**src/hdl/amcr_pkg.sv**
```systemverilog
package amcr_pkg;
  // control word layout
  localparam int WORD_W  = 16;
  localparam int ADDR_HI = 15;
  localparam int ADDR_LO = 12;
  localparam int RW_BIT  = 11;
  localparam int DATA_W  = 10;
  localparam logic       RW_WRITE = 1'b0;   // write flag value in a control word

  // register addresses
  localparam logic [3:0] ADDR_CORE = 4'h0;  // converter_core_control
  localparam logic [3:0] ADDR_FMT  = 4'h1;  // format_and_port_control

  // converter_core_control fields
  localparam int CORE_RATE_BIT = 6;
  localparam int CORE_PD_BIT   = 7;
  localparam int CORE_HPE_BIT  = 8;
  localparam int CORE_PEAK_BIT = 9;

  // format_and_port_control fields
  localparam int FMT_MUTE_LO = 0;           // bit 0 left mute, bit 1 right mute
  localparam int FMT_ROLE    = 2;
  localparam int FMT_WW_LO   = 3;
  localparam int FMT_DF_LO   = 5;
  localparam int FMT_BYP     = 7;

  // reset values and write mask
  localparam logic [9:0] CORE_RESET = 10'h000;
  localparam logic [9:0] FMT_RESET  = 10'h000;
  localparam logic [9:0] FMT_WMASK  = 10'h0FF; // bits 9 and 8 never stored

  // modulator oversampling ratios
  localparam logic [7:0] MOD_RATIO_NORMAL = 8'h80; // 128
  localparam logic [7:0] MOD_RATIO_FAST   = 8'h40; // 64

  // sample path
  localparam int SAMPLE_W = 24;
  localparam int HP_SHIFT = 8;              // dc tracker time constant, 2^8 samples
  localparam int MOD_W    = 4;
  localparam logic [23:0] MASK_24 = 24'hFF_FFFF;
  localparam logic [23:0] MASK_20 = 24'hFF_FFF0;
  localparam logic [23:0] MASK_16 = 24'hFF_FF00;

  // master clock generation
  localparam logic [3:0] BCLK_HALF = 4'h2;  // clk cycles per bit clock half period
  localparam logic [4:0] LR_LAST   = 5'h1F; // 32 bit clocks per frame half

  typedef enum logic [1:0] {
    AMCR_FMT_I2S = 2'b00,
    AMCR_FMT_RJ  = 2'b01,
    AMCR_FMT_DSP = 2'b10,
    AMCR_FMT_LJ  = 2'b11
  } amcr_fmt_e;

  typedef enum logic [1:0] {
    AMCR_WW_24  = 2'b00,
    AMCR_WW_20  = 2'b01,
    AMCR_WW_16  = 2'b10,
    AMCR_WW_RSV = 2'b11
  } amcr_ww_e;
endpackage

```
**src/hdl/amcr_shift.sv**
```systemverilog
`timescale 1ns/1ps
// serial control word receiver: shifts cdata on cclk rising edges while
// the latch line is low, hands the word over when the latch line rises
module amcr_shift
  import amcr_pkg::*;
(
  input  wire logic              clk,
  input  wire logic              resetn,
  input  wire logic              cclk,
  input  wire logic              clatch_n,
  input  wire logic              cdata,
  output logic [WORD_W-1:0]      word_r,
  output logic                   word_valid_r
);
  logic              cclk_d_r;    // previous cclk level
  logic              latch_d_r;   // previous latch level
  logic [WORD_W-1:0] shift_r;     // msb-first shift register
  wire               cclk_rise  = cclk & ~cclk_d_r;
  wire               latch_rise = clatch_n & ~latch_d_r;

  // edge history; inputs are already in the clk domain
  always_ff @(posedge clk) begin
    if (!resetn) begin
      cclk_d_r  <= 1'b1;  // idle level of cclk, so no false rise after reset
      latch_d_r <= 1'b1;
    end else begin
      cclk_d_r  <= cclk;
      latch_d_r <= clatch_n;
    end
  end

  // shift while selected, keep only the last 16 bits seen
  always_ff @(posedge clk) begin
    if (!resetn) begin
      shift_r <= '0;
    end else if (cclk_rise && !clatch_n) begin
      shift_r <= {shift_r[WORD_W-2:0], cdata};
    end
  end

  // a cascaded chain may shift more than 16 bits; the last 16 are ours
  always_ff @(posedge clk) begin
    if (!resetn) begin
      word_r       <= '0;
      word_valid_r <= 1'b0;
    end else begin
      word_valid_r <= latch_rise;
      if (latch_rise) begin
        word_r <= shift_r;
      end
    end
  end
endmodule // amcr_shift

```
**src/hdl/amcr_regs.sv**
```systemverilog
`timescale 1ns/1ps
module adc_mode_control_regs
  import amcr_pkg::*;
(
  input  wire logic                clk,
  input  wire logic                resetn,
  input  wire logic                cclk,          // control port serial clock
  input  wire logic                clatch_n,      // control port select, low active
  input  wire logic                cdata,         // control port data in
  output logic                     cout,          // control port data out
  input  wire logic [SAMPLE_W-1:0] adc_left,      // decimated left sample
  input  wire logic [SAMPLE_W-1:0] adc_right,     // decimated right sample
  input  wire logic [MOD_W-1:0]    mod_bits,      // raw modulator output
  input  wire logic                adc_valid,     // sample strobe
  output logic [SAMPLE_W-1:0]      out_left,
  output logic [SAMPLE_W-1:0]      out_right,
  output logic                     out_valid,
  output logic [7:0]               mod_ratio,     // modulator clock / sample rate
  output logic                     analog_pd,     // analog power down, reference kept
  output logic                     peak_capture_en,
  output logic [1:0]               interface_format_field,
  output logic [1:0]               sample_width_field,
  output logic [4:0]               word_bits,     // 24, 20 or 16
  output logic                     bclk_o,
  output logic                     bclk_oe_n,
  output logic                     lrclk_o,
  output logic                     lrclk_oe_n
);
  logic [WORD_W-1:0]   word_r;          // last received control word
  logic                word_valid_r;    // one-cycle pulse per word
  logic [DATA_W-1:0]   core_r;          // converter_core_control
  logic [DATA_W-1:0]   fmt_r;           // format_and_port_control
  logic [SAMPLE_W-1:0] out_r [2];       // channel outputs
  logic                out_valid_r;
  logic [7:0]          mod_ratio_r;
  logic                analog_pd_r;
  logic                peak_en_r;
  logic [4:0]          word_bits_r;
  logic                cout_r;
  logic [3:0]          div_r;           // bit clock half period counter
  logic [4:0]          bcnt_r;          // bit clocks within frame half
  logic                bclk_r;
  logic                lrclk_r;
  logic                oe_n_r;

  amcr_shift u_shift (
    .clk          (clk),
    .resetn       (resetn),
    .cclk         (cclk),
    .clatch_n     (clatch_n),
    .cdata        (cdata),
    .word_r       (word_r),
    .word_valid_r (word_valid_r)
  );

  // field decode of the control word
  wire [3:0]        word_addr = word_r[ADDR_HI:ADDR_LO];
  wire              word_wr   = word_valid_r && (word_r[RW_BIT] == RW_WRITE);
  wire [DATA_W-1:0] word_data = word_r[DATA_W-1:0];
  wire              wr_core   = word_wr && (word_addr == ADDR_CORE);
  wire              wr_fmt    = word_wr && (word_addr == ADDR_FMT);

  // named control bits
  wire       modulator_rate_select   = core_r[CORE_RATE_BIT];
  wire       powerdown_bit           = core_r[CORE_PD_BIT];
  wire       highpass_enable         = core_r[CORE_HPE_BIT];
  wire       peak_bit                = core_r[CORE_PEAK_BIT];
  wire       modulator_bypass_enable = fmt_r[FMT_BYP];
  wire       slave_role              = fmt_r[FMT_ROLE];
  wire [1:0] fmt_field               = fmt_r[FMT_DF_LO+1:FMT_DF_LO];
  wire [1:0] ww_field                = fmt_r[FMT_WW_LO+1:FMT_WW_LO];
  wire       sample_take             = adc_valid && !powerdown_bit;

  // register writes; other addresses and reads are ignored
  always_ff @(posedge clk) begin
    if (!resetn) begin
      core_r <= CORE_RESET;
      fmt_r  <= FMT_RESET;
    end else begin
      if (wr_core) begin
        core_r <= word_data;
      end
      if (wr_fmt) begin
        fmt_r <= word_data & FMT_WMASK;
      end
    end
  end

  // width mask; the reserved code falls back to full width
  wire [SAMPLE_W-1:0] wmask = (ww_field == AMCR_WW_20) ? MASK_20 :
                              (ww_field == AMCR_WW_16) ? MASK_16 : MASK_24;
  wire [4:0] width_bits     = (ww_field == AMCR_WW_20) ? 5'h14 :
                              (ww_field == AMCR_WW_16) ? 5'h10 : 5'h18;

  // per-channel path: high-pass, bypass, width, mute
  genvar ch;
  generate
    for (ch = 0; ch < 2; ch++) begin : g_ch
      logic signed [SAMPLE_W-1:0] dc_r;   // running dc estimate
      wire signed [SAMPLE_W-1:0] x_w  = (ch == 0) ? adc_left : adc_right;
      wire signed [SAMPLE_W-1:0] hp_w = x_w - dc_r;
      wire [SAMPLE_W-1:0] filt_w = highpass_enable ? hp_w : x_w;
      wire [SAMPLE_W-1:0] raw_w  = {{(SAMPLE_W-MOD_W){1'b0}}, mod_bits};
      wire [SAMPLE_W-1:0] sel_w  = modulator_bypass_enable ? raw_w : filt_w;
      wire [SAMPLE_W-1:0] fin_w  = fmt_r[FMT_MUTE_LO+ch] ? '0 : (sel_w & wmask);

      // dc tracker is cleared while disabled so a later enable starts clean
      always_ff @(posedge clk) begin
        if (!resetn || !highpass_enable) begin
          dc_r <= '0;
        end else if (sample_take) begin
          dc_r <= dc_r + (hp_w >>> HP_SHIFT);
        end
      end

      // output register holds its value while powered down
      always_ff @(posedge clk) begin
        if (!resetn) begin
          out_r[ch] <= '0;
        end else if (sample_take) begin
          out_r[ch] <= fin_w;
        end
      end
    end
  endgenerate

  // status and mode outputs, registered
  always_ff @(posedge clk) begin
    if (!resetn) begin
      out_valid_r <= 1'b0;
      mod_ratio_r <= MOD_RATIO_NORMAL;
      analog_pd_r <= 1'b0;
      peak_en_r   <= 1'b0;
      word_bits_r <= 5'h18;
      cout_r      <= 1'b0;
    end else begin
      out_valid_r <= sample_take;
      mod_ratio_r <= modulator_rate_select ? MOD_RATIO_FAST : MOD_RATIO_NORMAL;
      analog_pd_r <= powerdown_bit;
      peak_en_r   <= peak_bit && !powerdown_bit;
      word_bits_r <= width_bits;
      cout_r      <= 1'b0;  // no readback is served by this block
    end
  end

  // master clocks; slave role or power-down stops them, only slave role releases the pins
  wire clk_active = !slave_role && !powerdown_bit;
  wire half_done  = (div_r == BCLK_HALF - 4'h1);
  always_ff @(posedge clk) begin
    if (!resetn || !clk_active) begin
      div_r   <= '0;
      bclk_r  <= 1'b0;
      bcnt_r  <= '0;
      lrclk_r <= 1'b0;
    end else if (half_done) begin
      div_r  <= '0;
      bclk_r <= ~bclk_r;
      if (bclk_r) begin
        bcnt_r <= bcnt_r + 5'h1;
        if (bcnt_r == LR_LAST) begin
          lrclk_r <= ~lrclk_r;
        end
      end
    end else begin
      div_r <= div_r + 4'h1;
    end
  end

  // pins released in slave role so the controller can drive them
  always_ff @(posedge clk) begin
    if (!resetn) begin
      oe_n_r <= 1'b0;
    end else begin
      oe_n_r <= slave_role;
    end
  end

  assign out_left               = out_r[0];
  assign out_right              = out_r[1];
  assign out_valid              = out_valid_r;
  assign mod_ratio              = mod_ratio_r;
  assign analog_pd              = analog_pd_r;
  assign peak_capture_en        = peak_en_r;
  assign interface_format_field = fmt_field;
  assign sample_width_field     = ww_field;
  assign word_bits              = word_bits_r;
  assign cout                   = cout_r;
  assign bclk_o                 = bclk_r;
  assign lrclk_o                = lrclk_r;
  assign bclk_oe_n              = oe_n_r;
  assign lrclk_oe_n             = oe_n_r;
endmodule // adc_mode_control_regs

```
**config.mk**
```make
export PLATFORM = sky130hd
export DESIGN_NAME = adc_mode_control_regs
export DESIGN_NICKNAME = d
export VERILOG_FILES = /design/src/hdl/amcr_pkg.sv /design/src/hdl/amcr_shift.sv /design/src/hdl/amcr_regs.sv
export SDC_FILE = /design/constraint.sdc
export NUM_CORES = 1
export LEC_CHECK = 0
export BUFFER_PORTS_ARGS = -buffer_cell sky130_fd_sc_hd__buf_2
export CORE_MARGIN = 2
export CORE_UTILIZATION = 40
export CTS_BUF_LIST = sky130_fd_sc_hd__clkbuf_16
export DETAILED_ROUTE_END_ITERATION = 7
export GPL_TIMING_DRIVEN = 0
export PLACE_DENSITY_LB_ADDON = 0.1
export RECOVER_POWER = 50
export SLEW_MARGIN = 20
export SYNTH_ARGS = -nofsm -noshare
export SYNTH_HDL_FRONTEND = slang
export SYNTH_SLANG_ARGS = --single-unit
```
**constraint.sdc**
```tcl
create_clock -name clk -period 8.2 [get_ports clk]
set_input_delay 1.23 -clock clk [delete_from_list [all_inputs] [get_ports clk]]
set_output_delay 1.23 -clock clk [all_outputs]
set_load 0.005 [all_outputs]
```
==> run summary, run 1 <==
layout cell share with drive strength beyond 1 -> 11.10%
Residual DRC -> 0
Tightest Hold Check Type -> flip-flop to flip-flop
setup TNS -> 0 ns
Worst Setup EP -> g_ch[1].dc_r[22]
iteration-0 DRC count of the detailed router -> 596
Worst R2R Start -> g_ch[1].dc_r[1]
most frequent cells in the layout -> nand2_1, dfxtp_1, a21oi_1
H-tree depth -> 4
Largest stage delay, worst path -> 0.67 ns
PD cells -> 160.4 nW/um^2
crit path kind -> input pin to flip-flop
CP required -> 8.53 ns
Die X -> 170.2 microns
final worst path period share -> 71.16%
Layout Skew -> 0.009357 ns
Remaining Overflow, GRT -> 0
port bufs -> 120
initial antenna violation count -> 1
gpl congestion -> 0.8927
router iterations before antenna repair -> 5
GR Util All Layers -> 20.83%
post-cts gate resize count -> 0
dpl hpwl -> 23,410 microns
Final Hold Viols -> 0
WL per Instance -> 16.47 microns
max-slew violation count -> 0
Area after DPL -> 12,120 sq um
RSZ-0062 raised after global routing -> false
P_leak -> 5.162 nW
Critical path origin -> adc_right[1]
Setup WS post-layout -> 2.365 ns
Synth top area share -> 20.47%
post-CTS setup buffers -> 0
post-synthesis cell type count -> 74
Vias/cell -> 5.287
area grow syn2layout -> 15.05%
nets@finish -> 1,623
Critical Path, Cell by Cell -> clkbuf_1, ha_1, nor2b_1, o31ai_1, a211oi_2, o41ai_2, o21ai_1, a21oi_2, xnor2_2, xnor2_1, ha_1, a21o_1, nor4_1, o31ai_1, a221oi_1, nor3_1, nand3b_1
DR vias -> 9,564
DIE AREA -> 28,970 sq um
Core ar. -> 27,030 sq um
Final Util -> 47.04%
Arrival @ worst endpoint -> 6.16 ns
Buf/Inv on CP -> 1
post-synthesis sequential area ratio -> 33.51%
CP Depth -> 17
FFs w/ async S/R, synth -> 0%
worst slew pin tran -> 0.9756 ns
Fmax -> 171.4 MHz
height of the chip -> 170.2 microns
Critical Path End Type -> flip-flop
Synth Warn # -> 0
first-pass GRT wire length -> 47,580 microns
Syn Area/Cell -> 8.448 sq um
# placed instances -> 1,777
Peak VDD IR -> 0.0001009 V
Max Cap Viol -> 0
Mapped Cells -> 1,308
commonest non-fill, non-tap cell in the layout -> nand2_1
multi-input logic area -> 6829 sq um
synth top area cells -> dfxtp_1, edfxtp_1, ha_1
Placement Rows -> 60
Clk Latency, worst-skew pair -> 0.44 ns
reg2reg setup slack -> 2.76 ns
register area -> 3704 sq um
max_slew headroom -> 34.96%
Clock transition at path regs -> 0.07 ns
status -> completed
Post-DRT Antenna Nets -> 0
Worst Setup Start Kind -> input pin
pin count of the biggest net entering global routing -> 49
ant diodes -> 0
Top delay family on crit path -> compound AO/OA/AOI/OAI gates
CTS tree -> yes
starting density of the core -> 40.89%
layout filler cell count -> 2,749
Slowest-stage cell, CP -> xnor2_1
Hold Buf Count CTS -> 0
Post-synth EDFFs -> 48
number of synthesized register bits -> 161
TritonCTS Buffers -> 17
Setup Viol. Count Final -> 0
vias in the first global route -> 9,157
Primary FF master, synth -> dfxtp_1
peak fanout along the critical path -> 9
io pins -> 131
worst flop-to-flop path endpoint -> g_ch[1].dc_r[22]
Non-Filler Instances -> 1,809
Sink Count -> 161
root buf cell -> clkbuf_16
Worst R2R Path Depth -> 17
Final min period -> 5.835 ns
post-place setup slack -> 1.989 ns
drt total wl -> 29,790 microns
Synth Cell Area -> 11,050 sq um
Finished Cell Area -> 12,710 sq um
CTS Buffer Depth -> 2
post-synth top area cell -> dfxtp_1
-- cell type report --
type                    count  share of cell area [%]
flip-flops and latches    161                   29.13
plain buffers              60                   2.244
well taps                 341                   3.356
inverters                  72                   2.126
multi-input cells        1023                   53.72
repair buffers            120                   4.399
clock buffers              17                   3.346
clock inverters            15                   1.683
-- sequential cells by signal (all words and copies together) (netlist names), 2 cells and up --
name	cells
u_shift.word_r	15
out_r	48
bcnt_r	5
div_r	4
g_ch.dc_r	48
mod_ratio	2
u_shift.shift_r	16
core_r	4
word_bits	2
fmt_r	8
-- worst register-to-register path, delay by kind of cell (launching register included) --
kind                       cells  cell delay, ns
adders and majority gates      2            0.72
DFF                            1            0.42
and+or+nand+nor                4            0.74
xor gates and xnor gates       2            0.79
buffers and inverters          1            0.11
AOI/OAI and AO/OA              8            2.55
-- worst min path at each step --
| stage | from | end | cells past startpoint |
|---|---|---|---|
| 3_3_place_gp | core_r[6] | mod_ratio[7] | 1 |
| 6_report | core_r[6] | mod_ratio[7] | 1 |
| 3_5_place_dp | core_r[6] | mod_ratio[7] | 1 |
| 2_1_floorplan | core_r[6] | mod_ratio[7] | 1 |
| 4_1_cts | core_r[6] | mod_ratio[7] | 1 |
| 5_1_grt | core_r[6] | mod_ratio[7] | 1 |
-- power breakdown --
group          internal, mW  switching [mW]
Clock                 0.424           0.422
Combinational         0.138           0.205
Sequential            0.841         0.00866
Total                  1.40           0.636
-- routing by layer --
metal,vias to the layer above,global-route usage [%],part of all wire [%]
li1,4903,-,-
met1,4465,27.85,48
met2,168,34.71,47
met3,28,3.372,3.2
met4,0,5.983,2.2
met5,-,0,0
-- Yosys cell counts (all sizes together) (29+ instances only) --
| cell type | instances |
|---|---|
| a21boi | 34 |
| edfxtp | 48 |
| nor2b | 29 |
| nand3 | 33 |
| xnor2 | 45 |
| o21ai | 51 |
| a21oi | 112 |
| ha | 106 |
| inv | 72 |
| mux2i | 45 |
| nor2 | 104 |
| clkbuf | 36 |
| dfxtp | 113 |
| nand2 | 177 |
-- kinds of logic (layout without fill, tap and decap cells) --
| kind of cell | count (synthesis) | count (layout) | synth area share, % |
|---|---|---|---|
| AND/OR/NAND/NOR | 460 | 460 | 19.33 |
| AO/OA/AOI/OAI | 324 | 324 | 19.31 |
| flip-flops | 161 | 161 | 33.51 |
| buffers and inverters | 132 | 284 | 5.027 |
| adder cells (fa/ha/maj) | 110 | 110 | 12.73 |
| XOR/XNOR | 73 | 73 | 5.854 |
| multiplexers | 46 | 46 | 4.178 |
| other | 2 | 10 | 0.06796 |
-- stage by stage --
stage | hold slack [ns] | total power [mW]
2_1_floorplan | 0.3769 | 1.107
3_3_place_gp | 0.4484 | 1.211
3_5_place_dp | 0.4415 | 1.212
4_1_cts | 0.4646 | 2.062
5_1_grt | 0.4795 | 2.129
6_report | 0.4517 | 2.039
Power figures use the tool's default switching activity.
==> run 2: changes to the inputs <==
Clock period 8.2 ns to 5.08 ns, I/O delays scaled along.
==> run summary, run 2 (synthesized netlist as in run 1, its figures left out) <==
status -> completed
commonest non-fill, non-tap cell in the layout -> nand2_1
router iterations before antenna repair -> 5
first-pass GRT wire length -> 47,650 microns
Setup Viol. Count Final -> 0
nets@finish -> 1,632
peak fanout along the critical path -> 3
height of the chip -> 170.2 microns
most frequent cells in the layout -> nand2_1, dfxtp_1, nor2_1, ha_1, a21oi_1
initial antenna violation count -> 1
Arrival @ worst endpoint -> 5.17 ns
crit path kind -> input pin to flip-flop
Sink Count -> 161
Vias/cell -> 5.285
Layout Skew -> 0.009635 ns
Clock transition at path regs -> 0.07 ns
Die X -> 170.2 microns
gpl congestion -> 0.8927
layout cell share with drive strength beyond 1 -> 13.47%
pin count of the biggest net entering global routing -> 49
Regs by FF count -> g_ch.dc_r x48, out_r x48, u_shift.shift_r x16
TritonCTS Buffers -> 17
Non-Filler Instances -> 1,818
vias in the first global route -> 9,156
io pins -> 131
H-tree depth -> 4
WL per Instance -> 16.63 microns
Final Hold Viols -> 0
# placed instances -> 1,777
DR vias -> 9,609
Fmax -> 207.5 MHz
Clk Latency, worst-skew pair -> 0.44 ns
area grow syn2layout -> 17.33%
Final Power -> 3.322 mW
ant diodes -> 0
worst slew pin tran -> 0.9785 ns
drt total wl -> 30,230 microns
iteration-0 DRC count of the detailed router -> 619
GR Util All Layers -> 20.86%
port bufs -> 120
Residual DRC -> 0
Critical Path End Type -> flip-flop
dpl hpwl -> 23,410 microns
max-slew violation count -> 0
max_slew headroom -> 34.77%
Peak VDD IR -> 0.0001636 V
starting density of the core -> 40.89%
DIE AREA -> 28,970 sq um
layout filler cell count -> 2,748
Post-DRT Antenna Nets -> 0
Placement Rows -> 60
root buf cell -> clkbuf_16
Core ar. -> 27,030 sq um
Final min period -> 4.820 ns
Worst Setup Start Kind -> input pin
P_leak -> 5.256 nW
reg2reg setup slack -> 0.31 ns
Final Util -> 47.98%
Max Cap Viol -> 0
Remaining Overflow, GRT -> 0
setup TNS -> 0 ns
CTS tree -> yes
PD cells -> 256.2 nW/um^2
CP required -> 5.43 ns
final worst path period share -> 94.88%
Hold Buf Count CTS -> 0
Tightest Hold Check Type -> flip-flop to flip-flop
CTS Buffer Depth -> 2
run 2: worst max-delay path, stage by stage:
cell and delay (ns):
buf_2 0.11, inv_1 0.05, ha_1 0.18, fa_1 0.22
nand2b_1 0.16, a21oi_2 0.08, o311ai_1 0.43, a21oi_2 0.14
nor2_1 0.24, o21ai_1 0.15, o211ai_1 0.29, nor2b_1 0.26
xnor2_2 0.11, ha_1 0.36, a21o_1 0.20, a211oi_2 0.24
nor3_1 0.08, a211oi_1 0.32, o41ai_2 0.17, a211oi_1 0.28
xnor2_1 0.11, a211oi_1 0.22
run 2: metal layers:
metal  up-vias  wire [microns]  global-route usage, %
li1       4921               -                      -
met1      4496           14360                  27.78
met2       168           14190                  34.76
met3        24            1012                  3.419
met4         0             663                  6.132
met5         -               0                      0
run 2: cell type report:
class                      instances  area [sq um]  area share [%]
buffer                            60         285.3           2.200
clock buffer                      17         425.4           3.281
clock inverter                    15         214.0           1.650
inverter                          72         270.3           2.084
multi-input combinational       1023          7010           54.07
sequential                       161          3705           28.57
tap                              341         426.7           3.291
timing repair buffer             129         629.4           4.854
run 2: final timing paths:
check / startpoint / endpoint / cells after the start
worst max register to register: g_ch[1].dc_r[4] / g_ch[1].dc_r[23] / 18
worst min-delay path: core_r[6] / mod_ratio[7] / 1
worst max-delay path: adc_right[0] / g_ch[1].dc_r[23] / 22
worst min register to register: core_r[6] / mod_ratio[7] / 1
run 2: where the power goes:
| part | internal, mW | switching (mW) | total (mW) |
|---|---|---|---|
| registers | 1.36 | 0.0140 | 1.37 |
| clock network | 0.685 | 0.681 | 1.37 |
| logic | 0.239 | 0.346 | 0.584 |
| total | 2.28 | 1.04 | 3.32 |
run 2: metrics by stage:
step	hold slack, ns	cell area [sq um]	worst slack [ns]
after floorplan	0.3769	11080	0.3385
after detailed placement	0.4415	12120	-0.6635
after CTS	0.4646	12800	-0.001786
after global routing	0.4795	12970	-0.09350
after global placement	0.4484	12110	-0.7245
final	0.4512	12970	0.2600
run 2: what timing repair did:
item / 4_1_cts / 5_1_grt
setup endpoints to repair: 7 / 11
pin swaps: 0 / 9
resized for setup: 6 / 26
setup buffers: 0 / 9
==> run 3: changes to the inputs <==
Settings changed: ABC_AREA set to 1.
==> run summary, run 3 <==
CP most frequent cell -> inv_1
combinational share of power -> 21.4%
Regs by FF count -> g_ch.dc_r x48, out_r x48, u_shift.shift_r x16
post-CTS setup buffers -> 0
commonest non-fill, non-tap cell in the layout -> nand2_1
post-synthesis cell type count -> 46
post-synthesis sequential area ratio -> 29.80%
post-synth top area cell -> dfxtp_1
Clk Latency, worst-skew pair -> 0.45 ns
max-slew violation count -> 0
sequential share of power -> 40.3%
FFs w/ async S/R, synth -> 0%
Synth Cell Area -> 12,430 sq um
Sink Count -> 161
Max Cap Viol -> 0
worst flop-to-flop path endpoint -> g_ch[0].dc_r[16]
Slowest-stage cell, CP -> fa_1
drt total wl -> 40,400 microns
H-tree depth -> 4
Buf/Inv on CP -> 7
dpl hpwl -> 32,960 microns
max_slew headroom -> 42.69%
Layout Skew -> 0.008079 ns
reg2reg setup slack -> 0.60 ns
Setup Viol. Count Final -> 0
Critical Path End Type -> flip-flop
GR Util All Layers -> 24.73%
Post-synth EDFFs -> 48
Worst R2R Start -> g_ch[0].dc_r[0]
net switching fraction of the power -> 34.10%
Top delay family on crit path -> adder cells
initial antenna violation count -> 1
router iterations before antenna repair -> 5
gpl congestion -> 0.9306
Tightest Hold Check Type -> flip-flop to flip-flop
most common cell in the netlist -> nand2_1
io pins -> 131
P_leak -> 7.344 nW
layout filler cell count -> 3,288
Mapped Cells -> 1,848
root buf cell -> clkbuf_16
setup TNS -> 0 ns
Post-synth top cells -> nand2_1, inv_1, nor2_1
layout cell share with drive strength beyond 1 -> 9.118%
Residual DRC -> 0
Worst Setup EP -> g_ch[0].dc_r[16]
nets@finish -> 2,162
Syn Area/Cell -> 6.725 sq um
Core ar. -> 30,590 sq um
starting density of the core -> 40.63%
CTS tree -> yes
vias in the first global route -> 11,679
Peak VDD IR -> 0.0002308 V
Int Power -> 2.278 mW
height of the chip -> 180.3 microns
port bufs -> 119
CP Depth -> 25
RSZ-0062 raised after global routing -> false
peak fanout along the critical path -> 4
Primary FF master, synth -> dfxtp_1
CTS Buffer Depth -> 2
Synth Warn # -> 0
CP required -> 5.48 ns
Fmax -> 217.6 MHz
Vias/cell -> 5.082
number of synthesized register bits -> 161
status -> completed
Synth top area share -> 18.20%
Remaining Overflow, GRT -> 0
Critical path origin -> adc_left[0]
Non-Filler Instances -> 2,404
crit path kind -> input pin to flip-flop
PD cells -> 245.1 nW/um^2
post-cts gate resize count -> 0
final worst path period share -> 90.46%
Clock power frac -> 38.3%
pin count of the biggest net entering global routing -> 49
iteration-0 DRC count of the detailed router -> 728
Final Hold Viols -> 0
Hold Buf Count CTS -> 0
DR vias -> 12,217
DIE AREA -> 32,500 sq um
worst slew pin tran -> 0.8596 ns
first-pass GRT wire length -> 62,960 microns
TritonCTS Buffers -> 17
Die X -> 180.3 microns
Worst Setup Start Kind -> input pin
# placed instances -> 2,371
Post-DRT Antenna Nets -> 0
Largest stage delay, worst path -> 0.41 ns
Arrival @ worst endpoint -> 4.99 ns
Placement Rows -> 64
Clock transition at path regs -> 0.07 ns
WL per Instance -> 16.80 microns
most frequent cells in the layout -> nand2_1, inv_1, nor2_1
Final min period -> 4.595 ns
Sw Pwr -> 1.179 mW
area grow syn2layout -> 13.48%
Worst R2R Path Depth -> 23
synth top area cells -> dfxtp_1, edfxtp_1, nand2_1
-- run 3: changes by cell type after synthesis, moves of 55 or more --
| cell | delta |
|---|---|
| nand2_1 | +179 |
| o21ai_0 | +81 |
| a21oi_1 | +55 |
| inv_1 | +223 |
| nand3_1 | +63 |
| nor2_1 | +132 |
-- run 3: how the worst min path moves through the flow --
stage | to | slack, ns | cells after the start | from
after floorplan | mod_ratio[7] | 0.37 | 1 | core_r[6]
after global placement | bcnt_r[3] | 0.43 | 1 | bcnt_r[3]
after detailed placement | mod_ratio[7] | 0.44 | 1 | core_r[6]
after CTS | bcnt_r[3] | 0.46 | 1 | bcnt_r[3]
after global routing | bcnt_r[3] | 0.47 | 1 | bcnt_r[3]
final | bcnt_r[3] | 0.45 | 1 | bcnt_r[3]
-- run 3: metrics by stage --
stage          area [sq um]  power, mW  setup slack (ns)  util, %  hold WS [ns]
2_1_floorplan         12460      1.919             1.237        -        0.3744
3_3_place_gp          13550      2.159            0.1007    44.29        0.4350
3_5_place_dp          13560      2.161            0.1159    44.32        0.4444
4_1_cts               14140      3.490            0.5746    46.24        0.4571
5_1_grt               14100      3.637            0.2550    46.10        0.4737
6_report              14100      3.456            0.4848    46.11        0.4519
-- run 3: routing by layer --
metal | share of wire (%) | up-vias | track usage (%) | wire [microns]
li1 | - | 6282 | - | -
met1 | 46 | 5568 | 32.21 | 18620
met2 | 47 | 305 | 41.50 | 18800
met3 | 4.5 | 62 | 3.476 | 1805
met4 | 2.9 | 0 | 9.452 | 1182
met5 | 0 | - | 0 | 0
-- run 3: power by group through the flow --
stage	clock (mW)	sequential, mW	combinational, mW
4_1_cts	1.35	1.39	0.742
3_5_place_dp	0	1.42	0.738
3_3_place_gp	0	1.42	0.735
6_report	1.32	1.39	0.740
2_1_floorplan	0	1.43	0.492
5_1_grt	1.41	1.40	0.831
-- run 3: logic make-up (layout without fill, tap and decap cells) --
family / count (synthesis) / after routing / share of synthesized area [%]
AO/OA/AOI/OAI: 379 / 379 / 16.79
AND/OR/NAND/NOR: 768 / 768 / 25.93
XOR/XNOR: 63 / 63 / 4.561
adder cells (fa/ha/maj): 110 / 110 / 11.32
buffers and inverters: 365 / 516 / 11.54
other: 2 / 11 / 0.06043
flip-flops: 161 / 161 / 29.80
-- run 3: layout make-up --
class                           instances  area [sq um]  share of cell area, %
Clock inverter                         15         162.7                  1.153
Antenna cell                            1         2.502                0.01774
Tap cell                              396         495.5                  3.513
Buffer                                 56         267.8                  1.899
Multi-Input combinational cell       1330          7328                  51.96
Sequential cell                       161          3704                  26.26
Clock buffer                           17         425.4                  3.016
Inverter                              309          1160                  8.224
Timing Repair Buffer                  119         558.0                  3.957
